**config.mk**
```make
export PLATFORM = sky130hd
export DESIGN_NAME = canopen_comm_object_bank
export DESIGN_NICKNAME = d
export VERILOG_FILES = /design/src/logic/comm_object_pkg.sv /design/src/logic/canopen_comm_object_bank.sv /design/src/logic/text_rom.sv
export SDC_FILE = /design/constraint.sdc
export NUM_CORES = 1
export LEC_CHECK = 0
export BUFFER_PORTS_ARGS = -buffer_cell sky130_fd_sc_hd__buf_4
export CORE_AREA = 2 2 214 216
export DETAILED_ROUTE_END_ITERATION = 7
export DIE_AREA = 0 0 216 218
export MAX_ROUTING_LAYER = met4
export PLACE_DENSITY = 0.62
export SYNTH_ARGS = -nofsm -noshare
export SYNTH_HDL_FRONTEND = slang
export SYNTH_SLANG_ARGS = --single-unit
```
**constraint.sdc**
```tcl
create_clock -name clk_in -period 8.27 [get_ports clk_in]
set_input_delay 0 -clock clk_in [delete_from_list [all_inputs] [get_ports clk_in]]
set_output_delay 0 -clock clk_in [all_outputs]
set_load 0.01 [all_outputs]
```
**src/logic/comm_object_pkg.sv**
```systemverilog
// constants and carriers for the communication object bank
package comm_object_pkg;
	// object indices
	localparam logic [15:0] IDX_DEVICE_TYPE = 16'h1000;
	localparam logic [15:0] IDX_ERROR_CLASS = 16'h1001;
	localparam logic [15:0] IDX_ERROR_HIST = 16'h1003;
	localparam logic [15:0] IDX_SYNC_ID = 16'h1005;
	localparam logic [15:0] IDX_DEV_NAME = 16'h1008;
	localparam logic [15:0] IDX_HW_VER = 16'h1009;
	localparam logic [15:0] IDX_SW_VER = 16'h100A;
	localparam logic [15:0] IDX_GUARD_MS = 16'h100C;
	localparam logic [15:0] IDX_LIFE_MULT = 16'h100D;
	localparam logic [15:0] IDX_STORE = 16'h1010;
	// subindices
	localparam logic [7:0] SUB_COUNT = 8'h00;
	localparam logic [7:0] SUB_FIRST = 8'h01;
	localparam logic [7:0] SUB_SECOND = 8'h02;
	localparam logic [7:0] SUB_THIRD = 8'h03;
	// device type fields; value is arbitrary, not any real part code
	localparam logic [15:0] TYPE_ADDITIONAL = 16'h0001;
	localparam logic [15:0] TYPE_PROFILE = 16'h0001;
	// reset values and fixed constants
	localparam logic [31:0] SYNC_ID_RESET = 32'h0000_0080;
	localparam logic [15:0] GUARD_MS_RESET = 16'h0000;
	localparam logic [7:0] LIFE_MULT_RESET = 8'h00;
	localparam logic [7:0] STORE_ENTRIES = 8'h09;
	localparam logic [31:0] STORE_CAPABILITY = 32'h0000_0001;
	localparam logic [31:0] SAVE_SIGNATURE = 32'h6576_6173;
	localparam logic [1:0] HIST_DEPTH = 2'h2;
	// text strings
	localparam int TEXT_LEN = 8;
	localparam logic [2:0] TEXT_LAST = 3'h7;
	// eight characters each, first character in the top byte; contents are arbitrary
	localparam logic [63:0] TEXT_NAME = 64'h5345_5256_4F44_5256;
	localparam logic [63:0] TEXT_HW = 64'h4857_2031_2E30_2020;
	localparam logic [63:0] TEXT_SW = 64'h5357_2031_2E30_2020;
	// timing: one millisecond at 20 MHz
	localparam int CLK_HZ = 20_000_000;
	localparam int MS_PER_S = 1000;
	localparam int TICKS_PER_MS = CLK_HZ / MS_PER_S;
	localparam logic [14:0] MS_TICK_LAST = 15'(TICKS_PER_MS - 1);
	// answer codes: ok and abort answers
	localparam logic [1:0] ANS_OK = 2'h0;
	localparam logic [1:0] ANS_NO_OBJECT = 2'h1;
	localparam logic [1:0] ANS_READ_ONLY = 2'h2;
	localparam logic [1:0] ANS_NEED_SEGMENTED = 2'h3;
	// which parameter set a save covers
	typedef enum logic [1:0] {
		SAVE_NONE,
		SAVE_ALL,
		SAVE_COMM,
		SAVE_APP
	} save_scope_t;
	// object access request from the sdo server
	typedef struct packed {
		logic valid;
		logic write;
		logic segmented;
		logic [15:0] index;
		logic [7:0] subindex;
		logic [2:0] seg_pos;
		logic [31:0] wdata;
	} obj_req_t;
	// answer to the sdo server
	typedef struct packed {
		logic valid;
		logic [1:0] code;
		logic [31:0] rdata;
	} obj_ans_t;
	// event record of a new error
	typedef struct packed {
		logic valid;
		logic [7:0] classes;
		logic [31:0] code;
	} err_event_t;
endpackage

```
**src/logic/canopen_comm_object_bank.sv**
```systemverilog
// communication object bank: device identity, error log, guarding and store
`timescale 1ns/1ps
// Function
// - device type is read-only: upper 16 bits extra info, lower 16 bits profile
// - read-only 8-bit error class register shows most recent error classes
// - history: subindex 0 count, 1 newest code, 2 the code before
// - writing zero to the count empties the whole history
// - writable 32-bit sync identifier, reset value 0x80
// - name and version strings are constant, read only by segmented transfer
// - writable 16-bit guard time in ms, reset zero, zero disables guarding
// - life time equals life multiplier times guard time
// - life multiplier zero, its reset value, disables guarding
// - writing the save signature to store subindex 1 to 3 starts a save unless flash is busy
// - reading store subindex 1 to 3 returns capability, reset read value one
// - store sub 1 all, sub 2 communication, sub 3 application parameters
// - store subindex 0 is read-only and reads nine
// - flash wears out; frequent saves are left to the master to avoid
module canopen_comm_object_bank (
	// clock and reset
	input wire logic clk_in,
	input wire logic rst_b_in,
	// object access
	input wire comm_object_pkg::obj_req_t req_in,
	output comm_object_pkg::obj_ans_t ans_out,
	// error events from the drive
	input wire comm_object_pkg::err_event_t err_in,
	// node guarding
	input wire logic guard_request_in,
	output logic guard_error_out,
	output logic guard_enabled_out,
	// flash save
	output logic save_start_out,
	output comm_object_pkg::save_scope_t save_scope_out,
	input wire logic save_busy_in,
	// settings for the rest of the drive
	output logic [31:0] sync_id_out
);
	logic rst_meta_q;
	logic rst_sync_q;
	always_ff @(posedge clk_in or negedge rst_b_in) begin
		if (!rst_b_in) begin
			rst_meta_q <= 1'b0;
			rst_sync_q <= 1'b0;
		end else begin
			rst_meta_q <= 1'b1;
			rst_sync_q <= rst_meta_q;
		end
	end

	// request decode
	wire req_valid = req_in.valid;
	wire req_write = req_in.write;
	wire [15:0] req_idx = req_in.index;
	wire [7:0] req_sub = req_in.subindex;
	wire sub0 = (req_sub == comm_object_pkg::SUB_COUNT);
	wire hit_type = (req_idx == comm_object_pkg::IDX_DEVICE_TYPE) && sub0;
	wire hit_class = (req_idx == comm_object_pkg::IDX_ERROR_CLASS) && sub0;
	wire hit_hist = (req_idx == comm_object_pkg::IDX_ERROR_HIST) &&
		(req_sub <= comm_object_pkg::SUB_SECOND);
	wire hit_sync = (req_idx == comm_object_pkg::IDX_SYNC_ID) && sub0;
	wire hit_name = (req_idx == comm_object_pkg::IDX_DEV_NAME) && sub0;
	wire hit_hw = (req_idx == comm_object_pkg::IDX_HW_VER) && sub0;
	wire hit_sw = (req_idx == comm_object_pkg::IDX_SW_VER) && sub0;
	wire hit_guard = (req_idx == comm_object_pkg::IDX_GUARD_MS) && sub0;
	wire hit_life = (req_idx == comm_object_pkg::IDX_LIFE_MULT) && sub0;
	wire hit_store = (req_idx == comm_object_pkg::IDX_STORE) &&
		(req_sub <= comm_object_pkg::SUB_THIRD);
	wire hit_text = hit_name || hit_hw || hit_sw;
	wire hit_any = hit_type || hit_class || hit_hist || hit_sync || hit_text ||
		hit_guard || hit_life || hit_store;
	// read-only entries: type, class, history codes, strings, store count
	wire hit_ro = hit_type || hit_class || (hit_hist && !sub0) || hit_text ||
		(hit_store && sub0);
	wire text_expedited = hit_text && !req_in.segmented;
	wire wr_ok = req_valid && req_write && hit_any && !hit_ro;
	wire wr_count = wr_ok && hit_hist;
	wire wr_sync = wr_ok && hit_sync;
	wire wr_guard = wr_ok && hit_guard;
	wire wr_life = wr_ok && hit_life;
	wire wr_store = wr_ok && hit_store;

	// text lookup, one cycle of latency matched by the answer stage below
	logic [7:0] text_byte;
	wire [1:0] text_sel = hit_name ? 2'h0 : (hit_hw ? 2'h1 : 2'h2);
	wire [2:0] text_pos = req_in.seg_pos;
	text_rom u_text (
		.clk_in(clk_in),
		.sel_in(text_sel),
		.pos_in(text_pos),
		.byte_out(text_byte)
	);

	// writable objects
	logic [31:0] sync_id_q;
	logic [31:0] sync_id_d;
	logic [15:0] guard_ms_q;
	logic [15:0] guard_ms_d;
	logic [7:0] life_mult_q;
	logic [7:0] life_mult_d;
	assign sync_id_d = wr_sync ? req_in.wdata : sync_id_q;
	assign guard_ms_d = wr_guard ? req_in.wdata[15:0] : guard_ms_q;
	assign life_mult_d = wr_life ? req_in.wdata[7:0] : life_mult_q;
	always_ff @(posedge clk_in or negedge rst_sync_q) begin
		if (!rst_sync_q) begin
			sync_id_q <= comm_object_pkg::SYNC_ID_RESET;
		end else begin
			sync_id_q <= sync_id_d;
		end
	end

	always_ff @(posedge clk_in or negedge rst_sync_q) begin
		if (!rst_sync_q) begin
			guard_ms_q <= comm_object_pkg::GUARD_MS_RESET;
		end else begin
			guard_ms_q <= guard_ms_d;
		end
	end

	always_ff @(posedge clk_in or negedge rst_sync_q) begin
		if (!rst_sync_q) begin
			life_mult_q <= comm_object_pkg::LIFE_MULT_RESET;
		end else begin
			life_mult_q <= life_mult_d;
		end
	end

	// error class flags and two-entry history
	logic [7:0] err_class_q;
	logic [7:0] err_class_d;
	logic [7:0] hist_count_q;
	logic [7:0] hist_count_d;
	logic [31:0] hist_new_q;
	logic [31:0] hist_new_d;
	logic [31:0] hist_old_q;
	logic [31:0] hist_old_d;
	// a new error in the clearing cycle survives as the only entry
	wire hist_clear = wr_count && (req_in.wdata[7:0] == 8'h00);
	wire [7:0] count_sat = (hist_count_q >= 8'(comm_object_pkg::HIST_DEPTH)) ?
		8'(comm_object_pkg::HIST_DEPTH) : 8'(hist_count_q + 8'h01);
	assign err_class_d = err_in.valid ? err_in.classes : err_class_q;
	assign hist_count_d = err_in.valid ? (hist_clear ? 8'h01 : count_sat) :
		(hist_clear ? 8'h00 : hist_count_q);
	assign hist_new_d = err_in.valid ? err_in.code : (hist_clear ? 32'h0000_0000 : hist_new_q);
	assign hist_old_d = err_in.valid ? (hist_clear ? 32'h0000_0000 : hist_new_q) :
		(hist_clear ? 32'h0000_0000 : hist_old_q);
	always_ff @(posedge clk_in or negedge rst_sync_q) begin
		if (!rst_sync_q) begin
			err_class_q <= 8'h00;
		end else begin
			err_class_q <= err_class_d;
		end
	end

	always_ff @(posedge clk_in or negedge rst_sync_q) begin
		if (!rst_sync_q) begin
			hist_count_q <= 8'h00;
		end else begin
			hist_count_q <= hist_count_d;
		end
	end

	always_ff @(posedge clk_in or negedge rst_sync_q) begin
		if (!rst_sync_q) begin
			hist_new_q <= 32'h0000_0000;
		end else begin
			hist_new_q <= hist_new_d;
		end
	end

	always_ff @(posedge clk_in or negedge rst_sync_q) begin
		if (!rst_sync_q) begin
			hist_old_q <= 32'h0000_0000;
		end else begin
			hist_old_q <= hist_old_d;
		end
	end

	// store parameters: only the exact signature starts a save
	wire sig_match = (req_in.wdata == comm_object_pkg::SAVE_SIGNATURE);
	wire store_go = wr_store && !sub0 && sig_match && !save_busy_in;
	wire [1:0] scope_d = (req_sub == comm_object_pkg::SUB_FIRST) ? 2'h1 :
		(req_sub == comm_object_pkg::SUB_SECOND) ? 2'h2 : 2'h3;
	logic save_start_q;
	logic [1:0] save_scope_q;
	// a save requested while flash is busy is dropped, sparing wear
	always_ff @(posedge clk_in or negedge rst_sync_q) begin
		if (!rst_sync_q) begin
			save_start_q <= 1'b0;
		end else begin
			save_start_q <= store_go;
		end
	end

	// the scope holds after the strobe so the flash side may read it late
	always_ff @(posedge clk_in or negedge rst_sync_q) begin
		if (!rst_sync_q) begin
			save_scope_q <= 2'h0;
		end else if (store_go) begin
			save_scope_q <= scope_d;
		end
	end

	// node guarding: life time in ms counted on a 1 ms tick
	wire guard_on = (guard_ms_q != 16'h0000) && (life_mult_q != 8'h00);
	wire [23:0] life_ms = 24'(guard_ms_q) * 24'(life_mult_q);
	logic [14:0] tick_q;
	logic [23:0] elapsed_q;
	logic guard_err_q;
	wire ms_tick = (tick_q == comm_object_pkg::MS_TICK_LAST);
	wire restart = !guard_on || guard_request_in;
	wire expired = guard_on && (elapsed_q >= life_ms) && !guard_request_in;
	logic [14:0] tick_d;
	logic [23:0] elapsed_d;
	logic guard_err_d;
	// elapsed stops at the life time so a long silence cannot wrap it back below
	assign tick_d = (restart || ms_tick) ? 15'h0000 : 15'(tick_q + 15'h0001);
	assign elapsed_d = restart ? 24'h000000 :
		((ms_tick && !expired) ? 24'(elapsed_q + 24'h000001) : elapsed_q);
	// a guard request wins over the expiry in the same cycle
	assign guard_err_d = restart ? 1'b0 : (expired ? 1'b1 : guard_err_q);
	always_ff @(posedge clk_in or negedge rst_sync_q) begin
		if (!rst_sync_q) begin
			tick_q <= 15'h0000;
		end else begin
			tick_q <= tick_d;
		end
	end

	always_ff @(posedge clk_in or negedge rst_sync_q) begin
		if (!rst_sync_q) begin
			elapsed_q <= 24'h000000;
		end else begin
			elapsed_q <= elapsed_d;
		end
	end

	always_ff @(posedge clk_in or negedge rst_sync_q) begin
		if (!rst_sync_q) begin
			guard_err_q <= 1'b0;
		end else begin
			guard_err_q <= guard_err_d;
		end
	end

	// answer stage: one cycle after the request
	logic [31:0] rd_word;
	wire [31:0] hist_word = (req_sub == comm_object_pkg::SUB_COUNT) ? {24'h000000, hist_count_q} :
		(req_sub == comm_object_pkg::SUB_FIRST) ? hist_new_q : hist_old_q;
	wire [31:0] store_word = sub0 ? {24'h000000, comm_object_pkg::STORE_ENTRIES} :
		comm_object_pkg::STORE_CAPABILITY;
	assign rd_word = hit_type ? {comm_object_pkg::TYPE_ADDITIONAL,
		comm_object_pkg::TYPE_PROFILE} :
		hit_class ? {24'h000000, err_class_q} :
		hit_hist ? hist_word :
		hit_sync ? sync_id_q :
		hit_guard ? {16'h0000, guard_ms_q} :
		hit_life ? {24'h000000, life_mult_q} :
		hit_store ? store_word : 32'h0000_0000;
	wire [1:0] code_d = !hit_any ? comm_object_pkg::ANS_NO_OBJECT :
		text_expedited ? comm_object_pkg::ANS_NEED_SEGMENTED :
		(req_write && hit_ro) ? comm_object_pkg::ANS_READ_ONLY : comm_object_pkg::ANS_OK;
	logic ans_valid_q;
	logic [1:0] ans_code_q;
	logic [31:0] ans_word_q;
	logic ans_text_q;
	wire [31:0] ans_word_d = req_write ? 32'h0000_0000 : rd_word;
	wire ans_text_d = hit_text && !req_write && !text_expedited;
	always_ff @(posedge clk_in or negedge rst_sync_q) begin
		if (!rst_sync_q) begin
			ans_valid_q <= 1'b0;
		end else begin
			ans_valid_q <= req_valid;
		end
	end

	// code and word hold until the next answer, a text byte does not; valid alone marks it
	always_ff @(posedge clk_in or negedge rst_sync_q) begin
		if (!rst_sync_q) begin
			ans_code_q <= comm_object_pkg::ANS_OK;
			ans_word_q <= 32'h0000_0000;
			ans_text_q <= 1'b0;
		end else if (req_valid) begin
			ans_code_q <= code_d;
			ans_word_q <= ans_word_d;
			ans_text_q <= ans_text_d;
		end
	end

	// text byte joins from the rom register; a second register would cost a cycle
	wire [31:0] ans_rdata = ans_text_q ? {24'h000000, text_byte} : ans_word_q;
	assign ans_out = '{valid: ans_valid_q, code: ans_code_q, rdata: ans_rdata};
	assign guard_error_out = guard_err_q;
	// registered copy of the enable so the output comes from a flip-flop
	logic guard_en_q;
	always_ff @(posedge clk_in or negedge rst_sync_q) begin
		if (!rst_sync_q) begin
			guard_en_q <= 1'b0;
		end else begin
			guard_en_q <= guard_on;
		end
	end
	assign guard_enabled_out = guard_en_q;
	assign save_start_out = save_start_q;
	assign save_scope_out = comm_object_pkg::save_scope_t'(save_scope_q);
	assign sync_id_out = sync_id_q;
endmodule

```
**src/logic/text_rom.sv**
```systemverilog
// constant text strings read a byte at a time from a register
`timescale 1ns/1ps
module text_rom (
	// clock
	input wire logic clk_in,
	// lookup
	input wire logic [1:0] sel_in,
	input wire logic [2:0] pos_in,
	output logic [7:0] byte_out
);
	logic [7:0] byte_q;
	logic [7:0] byte_d;
	// three strings of eight characters: name, hardware, software
	wire [63:0] text_sel = (sel_in == 2'h0) ? comm_object_pkg::TEXT_NAME :
		((sel_in == 2'h1) ? comm_object_pkg::TEXT_HW : comm_object_pkg::TEXT_SW);
	wire [5:0] bit_base = 6'(6'h38 - {pos_in, 3'h0});
	assign byte_d = text_sel[bit_base +: 8];
	always_ff @(posedge clk_in) begin
		byte_q <= byte_d;
	end
	assign byte_out = byte_q;
endmodule

```
After elaboration in Yosys (flattened, before gate mapping)
Cells that the tools add are included.
{ "totals": {"in_bits": 107, "out_inout_bits": 72, "ff_bits": 226, "word_cells": 142} }
{ "classes": {"shifts": 1, "mul": 1, "n_addsub": 4, "eq_ne": 15, "mux": 34, "reduce_logical": 63, "order_cmp": 4} }
{ "ops": {"columns": ["operator", "n"], "rows": [
  ["2-to-1 mux 32 bit", 12],
  ["equality test 16 x 13 -> 1 bit, second input constant", 10],
  ["2-to-1 mux 64 bit", 1],
  ["indexed part select 64 x 7 -> 8 bit", 1],
  ["2-to-1 mux 61 bit", 1],
  ["2-to-1 mux 24 bit", 2],
  ["2-to-1 mux 8 bit", 5],
  ["equality test 32 x 31 -> 1 bit, second input constant", 1],
  ["logical AND 1 bit", 32],
  ["adder 24 x 1 -> 24 bit, second input constant", 1],
  [">= comparator 24 bit", 1],
  ["multiplier 16 x 8 -> 24 bit", 1],
  ["less-or-equal comparator 8 x 2 -> 1 bit, second input constant", 2],
  ["zero test 8 bit", 2],
  ["2-to-1 mux 16 bit", 1],
  ["nonzero test 16 bit", 1],
  ["adder 15 x 1 -> 15 bit, second input constant", 1],
  ["equality test 15 bit, second input constant", 1],
  ["2-to-1 mux 15 bit", 1],
  ["logical OR 1 bit", 14],
  ["2-to-1 mux 2 bit", 6],
  ["zero test 1 bit", 9],
  ["adder 8 x 1 -> 8 bit, second input constant", 1],
  ["equality test 8 x 1 -> 1 bit, second input constant", 1],
  ["other kinds (9)", 14]
]} }

Depth between registers and ports, before layout
{ "logic_depth": {"depth_word": 15, "mapped_depth": 30, "depth_no_buf": 27} }

Hierarchy
From an unflattened synthesis, not the netlist that was laid out.
{ "hier_totals": {"hier_cells": 1634, "hier_area_um2": 15572.4} }
{ "modules_own_cells": {"columns": ["module", "area_per_inst_um2", "cells_per_inst", "seq_area_each_um2", "instances"], "rows": [
  ["canopen_comm_object_bank", 15287.2, 1602, 5456.5, 1],
  ["text_rom", 285.3, 32, 140.1, 1]
]} }

Worst setup path before layout
No wires, ideal clock.
{ "synth_path": {"path_kind": "flip-flop to flip-flop", "startpoint": "register life_mult_q[6]", "endpoint": "register elapsed_q[23]", "path_buffers": 2, "setup_slack_ns": 1.539, "synth_period_minus_slack_ns": 6.731, "setup_ns": 0.066, "path_stages_with_launch": 28, "arrival_ns": 6.665, "required_ns": 8.204, "path_cell_list": "dfrtp_1 > clkbuf_1 > clkbuf_1 > and2_1 > fa_1 > fa_1 > fa_1 > inv_1 > fa_1 > inv_1 > ha_1 > a21oi_1 > o21ai_0 > a31oi_1 > a31oi_1 > o31ai_1 > nand2b_1 > a21oi_1 > xor2_1 > ha_1 > a2111oi_0 > nand2_1 > a31oi_1 > inv_1 > nor4_1 > a2bb2oi_1 > or4_1 > nand2_1"} }
{ "synth_via": {"elab_chain_cells": 7, "elab_cells_between_ends": 12, "cone_classes": "mul (1); order compare (1); mux (1); reduce/logical (9)"} }
{ "synth_rtl": {"columns": ["element", "line", "text"], "rows": [
  ["start, declared", "canopen_comm_object_bank.sv:98", "logic [7:0] life_mult_q;"],
  ["start signal, assigned", "canopen_comm_object_bank.sv:121", "life_mult_q <= comm_object_pkg::LIFE_MULT_RESET;"],
  ["start signal, assigned", "canopen_comm_object_bank.sv:123", "life_mult_q <= life_mult_d;"],
  ["multiplier 16 x 8 -> 24 bit / nonzero test 8 bit (equally long branches)", "canopen_comm_object_bank.sv:205, canopen_comm_object_bank.sv:204", null],
  [">= comparator 24 bit / logical AND 1 bit (equally long branches)", "canopen_comm_object_bank.sv:211, canopen_comm_object_bank.sv:204", null],
  ["logical AND 1 bit (2 in series)", "canopen_comm_object_bank.sv:211", "wire expired = guard_on && (elapsed_q >= life_ms) && !guard_request_in;"],
  ["zero test 1 bit", "canopen_comm_object_bank.sv:218", "((ms_tick && !expired) ? 24'(elapsed_q + 24'h000001) : elapsed_q);"],
  ["logical AND 1 bit", "canopen_comm_object_bank.sv:218", null],
  ["nonzero test 2 bit (no source line)", null, null],
  ["end signal, assigned", "canopen_comm_object_bank.sv:233", "elapsed_q <= elapsed_d;"],
  ["end, declared", "canopen_comm_object_bank.sv:207", "logic [23:0] elapsed_q;"]
]} }
Several ways; a longest one is shown, not always the timed one.
A chain may end at the register's enable or synchronous reset.

Worst setup path in the final report
{ "layout_path": {"startpoint": "register life_mult_q[6]", "endpoint": "register elapsed_q[14]"} }
Same word-level chain as after synthesis.

==> run metrics <==
result of the run complete, no violations; # clock sinks 225; fraction of layout cells with a size suffix above 1 0.173; sequential-to-total area share from yosys stat 0.360; buffer type at the clock tree root clkbuf_16; clock tree from TritonCTS done; area enclosed by the die boundary 47,100 sq um; synthesized netlist cell count 1,629; number of buffers on the longest clock path 3; area fraction of the dominant cell type after synthesis 0.349; drt initial violations 854; Worst Tran Pin Value 1310 ps; Area growth syn-to-layout 24.7%; Critical R2R Launch life_mult_q[6]; number of vias per cell 5.15; cell area power density 131 nW/um^2; post-DR wirelength/cell 17.9 microns; # hold bufs at CTS 118; H-tree depth 1; vias 12,800; DRC violations left 0; mapped cell area 15,600 sq um; worst vdd rail ir drop 0.000142 V; maximum fanout along the worst path 19; main combinational cell family by area after synthesis simple AND/OR/NAND/NOR gates; final hold violation count 0; I/O pin total 179; total wire length after detailed routing 44,600 microns; number of antenna violations at the first check in global routing 1; number of enable flip-flop cells after synthesis 0; pin count of the biggest net entering global routing 176; Synthesized Nets 1,892; CP endpoint kind register; Design Power 2.55 mW; most frequent cells in the layout 216 x dfrtp_1, 189 x buf_4, 178 x nand2_1; count of input and output buffers 178; number of max-slew violations in the final report 0; via count of the first global-routing pass 13,100; Warnings, synthesis 0; Min-Delay Startpoint req_in[46]; Synth Flop Type dfrtp_1; mux contribution to synthesized area 0.0930; total number of placement rows 78; clock latency of the later-clocked register in the worst-skew pair 560 ps; Die X-Extent 216 microns; Post-DRT Antenna Nets 0; Initial Utilization 0.347; die extent in y 218 microns; gr usage total 0.193; share of synthesized cell area in and, or, nand and nor gates 0.188; Cell variety after synth 79; most common cell after layout, fill and taps aside dfrtp_1; number of standard cells in the layout, taps in and fillers out 2,490; post-CTS sizing 0; Worst Hold Slack 36.1 ps; fin nets 2,133; Hold Path Sink ans_word_q[0]; fraction of the cycle the final worst path needs 0.912; final setup skew 25.0 ps; worst endpoint required time 8730 ps; xor/xnor share of the synthesized area 0.0203; cell type with the largest total area after synthesis dfrtp_1; mean cell area of the mapped netlist 9.55 sq um; post-synthesis compound-gate area fraction 0.107; number of buffers created by CTS 26; critical path data arrival time 8000 ps; final setup vio count 0; Hold Path Class input port to register; number of optimization iterations in the first detailed-route pass 6; flip-flop and latch count after synthesis 225; number of instances on the worst hold path 5; HPWL reported at the end of detailed placement 31,700 microns; post-route setup TNS 0 ps; CTS clock-pin slew for the worst setup and hold paths 60 ps; Worst setup SP type register; ant diodes 0; Worst slew margin 0.127; GPL Wtd Cong 0.850; finished layout cell area 19,400 sq um; Placeable Area 44,900 sq um; post-CTS setup-driven buffer insertion count 0; Critical Setup Path Class register to register; unrepaired setup endpoints after global routing false; reg-to-reg slack, setup 730 ps; leakage power of the design 9.31 nW; endpoint of the most critical register-to-register path elapsed_q[14]; wire length of the first global-routing pass 71,400 microns; fmax 133 MHz; cell types with the largest area share after synthesis dfrtp_1 35%, fa_1 11%, ha_1 5.8%; leftover overflow at the end of global routing 0; placed cell areas 17,400 sq um; share of synthesized cell area in full adder, half adder and majority cells 0.166; ys async rst share 0.969; cell count of the worst reg-to-reg path 23; final worst path period need 7540 ps; # placed instances 2,324; max-cap violations 0
## worst max-delay path by stage
stage,start,end,slack [ps],depth (start not counted)
finish,life_mult_q[6],elapsed_q[14],730,23
detailed placement,life_mult_q[6],elapsed_q[14],790,23
global route,life_mult_q[6],elapsed_q[14],240,23
global placement,life_mult_q[6],elapsed_q[14],890,23
CTS,life_mult_q[6],elapsed_q[14],780,23
floorplan,life_mult_q[6],elapsed_q[23],1540,27
## worst max-delay path, cell delays in order, from the launching register on
cell and delay (ps):
dfrtp_1 710, and2_1 240, fa_1 450, fa_1 520, fa_1 550, inv_1 60
fa_1 530, inv_1 40, ha_1 350, a21oi_1 190, o21ai_0 180, a31oi_1 320
a31oi_1 150, o31ai_1 340, nand2b_1 90, a21oi_1 190, xor2_1 160, ha_1 260
a2111oi_0 370, nand2_1 90, a31oi_1 280, a32oi_1 510, or4b_2 760, o21ai_0 100
## cells in the mapped netlist (7+ instances only)
master	count
dfrtp_1	217
nand2_1	178
inv_1	159
nor2_1	121
and2_1	104
fa_1	84
clkbuf_1	77
ha_1	72
a21oi_1	68
o21ai_0	60
mux2i_1	49
mux2_2	45
nand3_1	35
o22ai_1	35
mux2_4	30
xor2_1	24
nor3_1	19
nor4_1	17
a21o_1	16
nand4_1	16
a222oi_1	14
xnor2_1	12
and3_1	11
or3_1	11
buf_2	10
o211ai_1	10
or4_1	10
a221oi_1	7
dfxtp_1	7
## layout make-up
type | instances | area (sq um)
clock buffer | 43 | 807
tap | 600 | 751
multi-input combinational | 1150 | 8960
inverter | 159 | 597
fill | 4359 | 25500
clock inverter | 5 | 62.6
sequential | 225 | 5600
timing repair buffer | 308 | 2620
## report_power, final
part | switching (mW) | leakage, nW | internal, mW
logic | 0.114 | 5.94 | 0.113
registers | 0.0300 | 2.95 | 1.14
clock network | 0.474 | 0.419 | 0.673
total | 0.617 | 9.31 | 1.93
## sequential cells by signal, indices dropped and copies added, names as in the netlist
name and cells:
guard_enabled_out 1, sync_id_out 32, rst_sync_q 1, elapsed_q 24, hist_old_q 32, ans_code_q 2, save_start_out 1, u_text.byte_out 7
rst_meta_q 1, hist_count_q 8, guard_ms_q 16, hist_new_q 32, guard_error_out 1, err_class_q 8, life_mult_q 8, save_scope_out 2
ans_word_q 32, ans_valid_q 1, ans_text_q 1, tick_q 15
## metrics by stage
| stage | utilization | worst slack, ps |
|---|---|---|
| after floorplan | - | 1540 |
| after global placement | 0.386 | 893 |
| after detailed placement | 0.386 | 792 |
| after CTS | 0.432 | 777 |
| after global routing | 0.432 | 240 |
| final | 0.432 | 729 |
## routing by layer
metal,vias up,track usage,part of all wire,routed length [microns]
met2,309,0.321,0.49,22100
met3,68,0.0287,0.043,1930
li1,6018,-,-,-
met5,-,-,0,0
met4,0,0.0498,0.026,1140
met1,6439,0.248,0.44,19500
## cell families after synthesis
logic type	after synthesis
mux	124
xor+xnor	36
buf+inv	254
other cells	1
fa+ha+maj	156
compound gates	260
flops	225
simple gates	573
(Power assumes the default switching activity.)
